--- src/rtl/prl_consts.vh ---
// Constants for the pin remap write lock block
`ifndef PRL_CONSTS_VH
`define PRL_CONSTS_VH
`define PRL_NUM_IN 8
`define PRL_NUM_OUT 8
`define PRL_SEL_W 4
`define PRL_ADDR_W 8
`define PRL_OFF_CFG 8'h00
`define PRL_OFF_IN_BASE 8'h40
`define PRL_OFF_OUT_BASE 8'h80
`define PRL_LOCK_BIT 13
`define PRL_ONE_WAY_BIT 29
`define PRL_SEL_RESET 4'h0
`define PRL_NULL_OUT 4'h0
`endif

--- src/rtl/prl_pin_remap_write_lock.v ---
// Pin remap select registers with remap lock and one-way lock
//
// The placing of the registers and strobed register access were left to the implementer.
`timescale 1ns/1ps
// Functional notes
// - Locked select-register writes complete normally but change nothing.
// - Remap lock is bit 13 of system config register; one blocks writes.
// - Lock bit changes only after the unlock sequence; otherwise ignored.
// - With one-way enable set, a set remap lock cannot be cleared.
// - Under one-way protection only device reset clears the lock.
// - One-way enable reads as set when unprogrammed.
// - Input select holds 4-bit selector in bits 3-0, reset zero.
// - Output select holds 4-bit selector in bits 3-0, reset zero.
// - Bits 31-4 of select registers ignore writes, read zero.
// - Output selector zero selects the null output.
// - One output select register per remappable pin.
`include "prl_consts.vh"

module prl_pin_remap_write_lock (
  // Clock and reset
  input wire sys_clk,
  input wire rst,
  input wire clk_en,
  // Register port
  input wire [`PRL_ADDR_W-1:0] reg_addr,
  input wire [31:0] reg_wdata,
  input wire reg_wr,
  input wire reg_rd,
  output reg [31:0] reg_rdata,
  // System lock controller and configuration word
  input wire unlock_ok,
  input wire [31:0] device_config_word_three,
  // Remap selectors
  output wire [`PRL_NUM_IN*`PRL_SEL_W-1:0] in_sel,
  output wire [`PRL_NUM_OUT*`PRL_SEL_W-1:0] out_sel,
  output wire [`PRL_NUM_OUT-1:0] out_connected,
  output wire remap_lock
);

  // Capture sequence states for the one-way enable
  localparam CAP_SYNC = 2'b00;
  localparam CAP_WAIT = 2'b01;
  localparam CAP_LOAD = 2'b10;
  localparam CAP_DONE = 2'b11;

  // Bank codes for the read select
  localparam BANK_NONE = 2'b00;
  localparam BANK_CFG = 2'b01;
  localparam BANK_IN = 2'b10;
  localparam BANK_OUT = 2'b11;

  // Register counts and word widths
  localparam NUM_IN = `PRL_NUM_IN;
  localparam NUM_OUT = `PRL_NUM_OUT;
  localparam SEL_W = `PRL_SEL_W;
  localparam AW = `PRL_ADDR_W;
  localparam WORD_W = 32;
  localparam PAD_W = WORD_W - SEL_W;

  // Word index decode within a bank
  function hit;
    input [AW-1:0] a;
    input [AW-1:0] base;
    input integer idx;
    begin
      hit = (a == base + idx[AW-1:0] * 8'h04);
    end
  endfunction

  // Selector placed in a read word, upper bits zero
  function [WORD_W-1:0] sel_word;
    input [SEL_W-1:0] sel;
    begin
      sel_word = {{PAD_W{1'b0}}, sel};
    end
  endfunction

  // Lock bit placed in a config read word
  function [WORD_W-1:0] lock_word;
    input lock;
    begin
      lock_word = {WORD_W{1'b0}};
      lock_word[`PRL_LOCK_BIT] = lock;
    end
  endfunction

  // Bus requests taken while the clock enable is high
  wire wr_take;
  wire rd_take;
  wire [SEL_W-1:0] wr_sel;

  // Configuration word synchroniser and capture
  reg cfg_sync1_q;
  reg cfg_sync2_q;
  reg [1:0] cap_state_q;
  reg [1:0] cap_state_d;
  reg cap_load;
  reg one_way_q;

  // Lock bit
  reg remap_lock_q;
  reg remap_lock_d;
  wire cfg_wr;
  wire new_lock;
  wire lock_set_req;
  wire lock_clear_req;
  wire lock_clear_refused;

  // Selector storage and decode
  reg [SEL_W-1:0] in_q [0:NUM_IN-1];
  reg [SEL_W-1:0] out_q [0:NUM_OUT-1];
  wire [NUM_IN-1:0] in_hit;
  wire [NUM_OUT-1:0] out_hit;
  wire [NUM_IN-1:0] in_we;
  wire [NUM_OUT-1:0] out_we;
  wire cfg_hit;
  wire sel_wr_open;

  // Read path, one chain of words per selector bank
  wire [WORD_W-1:0] in_word [0:NUM_IN-1];
  wire [WORD_W-1:0] out_word [0:NUM_OUT-1];
  wire [WORD_W-1:0] in_chain [0:NUM_IN];
  wire [WORD_W-1:0] out_chain [0:NUM_OUT];
  wire [WORD_W-1:0] cfg_word;
  wire in_bank_hit;
  wire out_bank_hit;
  reg [1:0] rd_bank;
  reg [WORD_W-1:0] rd_d;

  assign wr_take = clk_en && reg_wr;
  assign rd_take = clk_en && reg_rd;
  assign wr_sel = reg_wdata[SEL_W-1:0];
  assign remap_lock = remap_lock_q;
  assign cfg_hit = reg_addr == `PRL_OFF_CFG;
  assign cfg_wr = wr_take && cfg_hit;
  assign new_lock = reg_wdata[`PRL_LOCK_BIT];
  assign sel_wr_open = wr_take && !remap_lock_q;

  // Two flip-flops before the configuration bit is used
  always @(posedge sys_clk or posedge rst) begin
    if (rst) begin
      cfg_sync1_q <= 1'b1;
      cfg_sync2_q <= 1'b1;
    end else if (clk_en) begin
      cfg_sync1_q <= device_config_word_three[`PRL_ONE_WAY_BIT];
      cfg_sync2_q <= cfg_sync1_q;
    end
  end

  // Capture sequence: let the synchroniser fill, then load once
  always @* begin
    cap_state_d = cap_state_q;
    case (cap_state_q)
      CAP_SYNC: begin
        cap_state_d = CAP_WAIT;
      end
      CAP_WAIT: begin
        cap_state_d = CAP_LOAD;
      end
      CAP_LOAD: begin
        cap_state_d = CAP_DONE;
      end
      CAP_DONE: begin
        cap_state_d = CAP_DONE;
      end
      default: begin
        cap_state_d = CAP_SYNC;
      end
    endcase
  end

  // Capture state register
  always @(posedge sys_clk or posedge rst) begin
    if (rst) begin
      cap_state_q <= CAP_SYNC;
    end else if (clk_en) begin
      cap_state_q <= cap_state_d;
    end
  end

  // Load strobe decoded from the capture state
  always @* begin
    case (cap_state_q)
      CAP_LOAD: begin
        cap_load = 1'b1;
      end
      default: begin
        cap_load = 1'b0;
      end
    endcase
  end

  // One-way enable stays set until the captured value arrives
  always @(posedge sys_clk or posedge rst) begin
    if (rst) begin
      one_way_q <= 1'b1;
    end else if (clk_en && cap_load) begin
      one_way_q <= cfg_sync2_q;
    end
  end

  // Lock changes need the unlock permission
  assign lock_set_req = cfg_wr && unlock_ok && new_lock;
  assign lock_clear_req = cfg_wr && unlock_ok && !new_lock;

  // Clearing a set lock is refused under one-way protection
  assign lock_clear_refused = lock_clear_req && one_way_q &&
                              remap_lock_q;

  // Remap lock next value
  always @* begin
    remap_lock_d = remap_lock_q;
    if (lock_set_req) begin
      remap_lock_d = 1'b1;
    end else if (lock_clear_req) begin
      if (lock_clear_refused) begin
        remap_lock_d = remap_lock_q;
      end else begin
        remap_lock_d = 1'b0;
      end
    end
  end

  // Remap lock register
  always @(posedge sys_clk or posedge rst) begin
    if (rst) begin
      remap_lock_q <= 1'b0;
    end else if (clk_en) begin
      remap_lock_q <= remap_lock_d;
    end
  end

  // Per-register address decode and write enables
  genvar g;
  generate
    for (g = 0; g < NUM_IN; g = g + 1) begin : g_in_dec
      assign in_hit[g] = hit(reg_addr, `PRL_OFF_IN_BASE, g);
      assign in_we[g] = sel_wr_open && in_hit[g];
    end
    for (g = 0; g < NUM_OUT; g = g + 1) begin : g_out_dec
      assign out_hit[g] = hit(reg_addr, `PRL_OFF_OUT_BASE, g);
      assign out_we[g] = sel_wr_open && out_hit[g];
    end
  endgenerate

  // Input selectors, one per peripheral input
  generate
    for (g = 0; g < NUM_IN; g = g + 1) begin : g_in
      always @(posedge sys_clk or posedge rst) begin
        if (rst) begin
          in_q[g] <= `PRL_SEL_RESET;
        end else if (in_we[g]) begin
          in_q[g] <= wr_sel;
        end
      end
      assign in_sel[g*SEL_W +: SEL_W] = in_q[g];
      assign in_word[g] = sel_word(in_q[g]);
    end
  endgenerate

  // Output selectors, one per remappable pin
  generate
    for (g = 0; g < NUM_OUT; g = g + 1) begin : g_out
      always @(posedge sys_clk or posedge rst) begin
        if (rst) begin
          out_q[g] <= `PRL_SEL_RESET;
        end else if (out_we[g]) begin
          out_q[g] <= wr_sel;
        end
      end
      assign out_sel[g*SEL_W +: SEL_W] = out_q[g];
      assign out_word[g] = sel_word(out_q[g]);
      assign out_connected[g] = out_q[g] != `PRL_NULL_OUT;
    end
  endgenerate

  // Bank read chains: each register passes its word when addressed
  assign in_chain[0] = {WORD_W{1'b0}};
  assign out_chain[0] = {WORD_W{1'b0}};
  generate
    for (g = 0; g < NUM_IN; g = g + 1) begin : g_in_rd
      assign in_chain[g+1] = in_hit[g] ? in_word[g] : in_chain[g];
    end
    for (g = 0; g < NUM_OUT; g = g + 1) begin : g_out_rd
      assign out_chain[g+1] = out_hit[g] ? out_word[g] : out_chain[g];
    end
  endgenerate
  assign in_bank_hit = |in_hit;
  assign out_bank_hit = |out_hit;

  // Config register read word
  assign cfg_word = lock_word(remap_lock_q);

  // Bank addressed by the read
  always @* begin
    rd_bank = BANK_NONE;
    if (cfg_hit) begin
      rd_bank = BANK_CFG;
    end else if (in_bank_hit) begin
      rd_bank = BANK_IN;
    end else if (out_bank_hit) begin
      rd_bank = BANK_OUT;
    end
  end

  // Read data select, unmapped addresses read zero
  always @* begin
    case (rd_bank)
      BANK_CFG: begin
        rd_d = cfg_word;
      end
      BANK_IN: begin
        rd_d = in_chain[NUM_IN];
      end
      BANK_OUT: begin
        rd_d = out_chain[NUM_OUT];
      end
      default: begin
        rd_d = {WORD_W{1'b0}};
      end
    endcase
  end

  // Read data, one cycle after the strobe, zero after other enabled cycles, held while clk_en is low
  always @(posedge sys_clk or posedge rst) begin
    if (rst) begin
      reg_rdata <= {WORD_W{1'b0}};
    end else if (clk_en) begin
      if (rd_take) begin
        reg_rdata <= rd_d;
      end else begin
        reg_rdata <= {WORD_W{1'b0}};
      end
    end
  end

endmodule

--- config.mk ---
export PLATFORM = sky130hd
export DESIGN_NAME = prl_pin_remap_write_lock
export DESIGN_NICKNAME = d
export VERILOG_FILES = /design/src/rtl/prl_pin_remap_write_lock.v
export VERILOG_INCLUDE_DIRS = /design/src /design/src/rtl
export SDC_FILE = /design/constraint.sdc
export NUM_CORES = 1
export LEC_CHECK = 0
export ABC_AREA = 1
export BUFFER_PORTS_ARGS = -buffer_cell sky130_fd_sc_hd__buf_4
export CAP_MARGIN = 10
export CORE_UTILIZATION = 45
export DETAILED_ROUTE_END_ITERATION = 12
export HOLD_SLACK_MARGIN = 0.02
export PLACE_DENSITY = 0.79
export SKIP_CTS_REPAIR_TIMING = 1
export SLEW_MARGIN = 25
export SYNTH_ARGS = -nofsm -noshare
export SYNTH_HDL_FRONTEND = slang
export SYNTH_SLANG_ARGS = --single-unit
--- constraint.sdc ---
create_clock -name sys_clk -period 2.4 [get_ports sys_clk]
set_input_delay 0 -clock sys_clk [delete_from_list [all_inputs] [get_ports sys_clk]]
set_output_delay 0 -clock sys_clk [all_outputs]
set_load 0.005 [all_outputs]
==> out/metrics.cfg <==
[setup_path]
cp-start-kind = input pin
worst-path-buf-inv = 2
path_cells = buf_4, nor2_2, nand3_2, nor4_1, nand4_1, o21ai_0, o21ai_0, dlygate4sd3_1
crit_top_cell = o21ai_0
r2r_slack_ns = 1.04
critPathMaxFanout = 6
crit_slowest_cell = dlygate4sd3_1
worstPathArrival_ns = 1.92
path_class = input pin to register
cp-end-kind = register
worst_path_largest_cell_delay_ns = 0.56
crit_required_ns = 2.64
crit_family = simple AND/OR/NAND/NOR gates

[cells_and_area]
regArea_um2 = 1880
drive_above_1_share_pct = 22.4
most-common-layout-cells = nand2_1, buf_4, o21ai_0, dfrtp_1, inv_1
stdcell_count = 690
final_net_count = 661
antennaDiodeCount = 0
stdcell_area_um2 = 4760
multi_input_area_um2 = 1580
final_common_cell = nand2_1
syn_to_final_growth_pct = 27.8
n_fill_cell = 693

[power_and_ir_drop]
peakVddDrop_v = 0.000321
p_per_area_nw_per_um2 = 566
p_leak_nw = 2.43

[clock_network]
numClockSinks = 75
path_clk_slew_ns = 0.08
htree_num_levels = 3
cts_made_buffers = 9
clock_path_buffers = 2
cts_tree = built
insertion_delay_ns = 0.35
cts_root_buf = clkbuf_8

[run]
max_cap_viol_count = 0

[global_routing]
grt_pass1_wl_um = 15400
track_usage_pct = 23.3
first_global_vias = 3250
antenna_found_initial = 0
grt_max_degree = 41
overflow = 0

[sta]
grt_setup_unrepaired = false
setup_viol = 0
post-route-period-util_pct = 69.9
finalSetupTns_ns = 0
tightest_slew_ns = 0.746
period_needed_ns = 1.68
max_slew_margin_pct = 50.2
hold_viol_final = 0
drv_slew = 0
fin_skew_ns = 0.0106
max_freq_mhz = 596

[detailed_routing]
m1WireLength_um = 4230
dr.pass1.iters = 5
totalWireLength_um = 9980
wl_met2_um = 4690
wl_per_cell_um = 14.5
dr_wl_met3_um = 801
maxUsedRoutingLayer = met4
drc = 0
ant_nets = 0
vias_per_cell = 5.29
vias = 3649
first_iter_violations = 208

[status]
status = finished clean

[floorplanning]
die_height_um = 93.0
dieArea_um2 = 8650
die_w_um = 93.0
core_area_um2 = 7850
start_util_pct = 47.5
io_pins = 183
fp-row-count = 32

[synth]
async_flop_share_pct = 100
synth_flop_cell = dfrtp_1
syn_inst = 474
avgSynthCellArea_um2 = 7.86
synth_warnings = 0
seq_area_frac_synth_pct = 50.5
synth_cell_types = 26
ys_ff_latch = 75
netlist_area_um2 = 3720
synth_edf_count = 0

[placement]
placedCellCount = 668
hpwl_um = 7120
place_congestion = 0.820
placed_cell_area_um2 = 4470
port_buffers = 97

[min_path]
min-delay-path-class = input pin to register

==> worst reg2reg max path: stages, from the launching register on <==
cell,delay (ns)
dfrtp_1,0.41
nor2_1,0.13
buf_4,0.26
nand2_1,0.22
nand2_1,0.13
o21ai_0,0.08
==> state kept, by name, summed over array words and instances (netlist names) <==
name         count
in_sel          32
out_sel         32
one_way_q        1
cfg_sync1_q      1
cap_state_q      2
reg_rdata        5
cfg_sync2_q      1
remap_lock       1
==> layer usage <==
metal | vias to the layer above | track usage [%]
met3 | 31 | 5.20
li1 | 1704 | -
met2 | 188 | 36.9
met4 | 0 | 9.23
met1 | 1726 | 31.1
met5 | - | 0
==> through the flow <==
step | utilization (%) | power, mW | hold WS (ns) | worst slack [ns]
after floorplan | - | 1.50 | 0.0946 | 0.495
after detailed placement | 57.0 | 1.61 | 0.179 | 0.830
final | 60.7 | 2.69 | 0.0460 | 0.721
after global placement | 57.0 | 1.60 | 0.169 | 0.890
after global routing | 60.7 | 2.79 | 0.0493 | 0.644
after CTS | 59.9 | 2.69 | -0.200 | 0.908
==> final timing paths <==
kind / startpoint / endpoint / cells past startpoint
max in group asynchronous: rst / in_sel[18] / 4
min: reg_rd / reg_rdata[2] / 5
min in group asynchronous: rst / in_sel[20] / 3
min reg2reg: cfg_sync2_q / cfg_sync2_q / 2
max: reg_addr[1] / remap_lock / 8
max reg2reg: remap_lock / out_sel[13] / 5
==> synthesized netlist by cell type (4+ instances only) <==
library cell | instances | share of area (%)
o21ai_0 | 72 | 9.7
or4_1 | 6 | 1.2
inv_1 | 33 | 3.3
a21oi_1 | 8 | 1.1
nand3_1 | 16 | 2.1
dfrtp_1 | 72 | 48
clkbuf_1 | 4 | 0.40
nor2_1 | 30 | 3.0
buf_4 | 29 | 5.8
nand2_1 | 167 | 17
nor2_2 | 6 | 1.0
nand4_1 | 8 | 1.3
==> power by group <==
group	internal (mW)	switching (mW)	leakage, nW	total [mW]
clock	0.641	0.462	0.113	1.10
sequential	1.31	0.0351	1.02	1.34
combinational	0.110	0.141	1.29	0.250
total	2.06	0.638	2.43	2.69
==> kinds of logic (layout without fill, tap and decap cells) <==
group                  Yosys count  after routing  share of synthesized area (%)
and+or+nand+nor                245            245                           28.0
AOI/OAI and AO/OA               85             85                           11.6
other                            1             27                          0.101
DFF                             75             75                           50.5
buffers and inverters           68            156                           9.77
==> area by class of cell <==
class	instances	area share, %
Sequential cell	75	39.5
Multi-Input combinational cell	357	33.1
Timing Repair Buffer	105	17.1
Clock buffer	12	3.26
Inverter	35	2.76
Tap cell	102	2.68
Clock inverter	4	1.52
No activity file was read; power rests on OpenSTA's default activity.
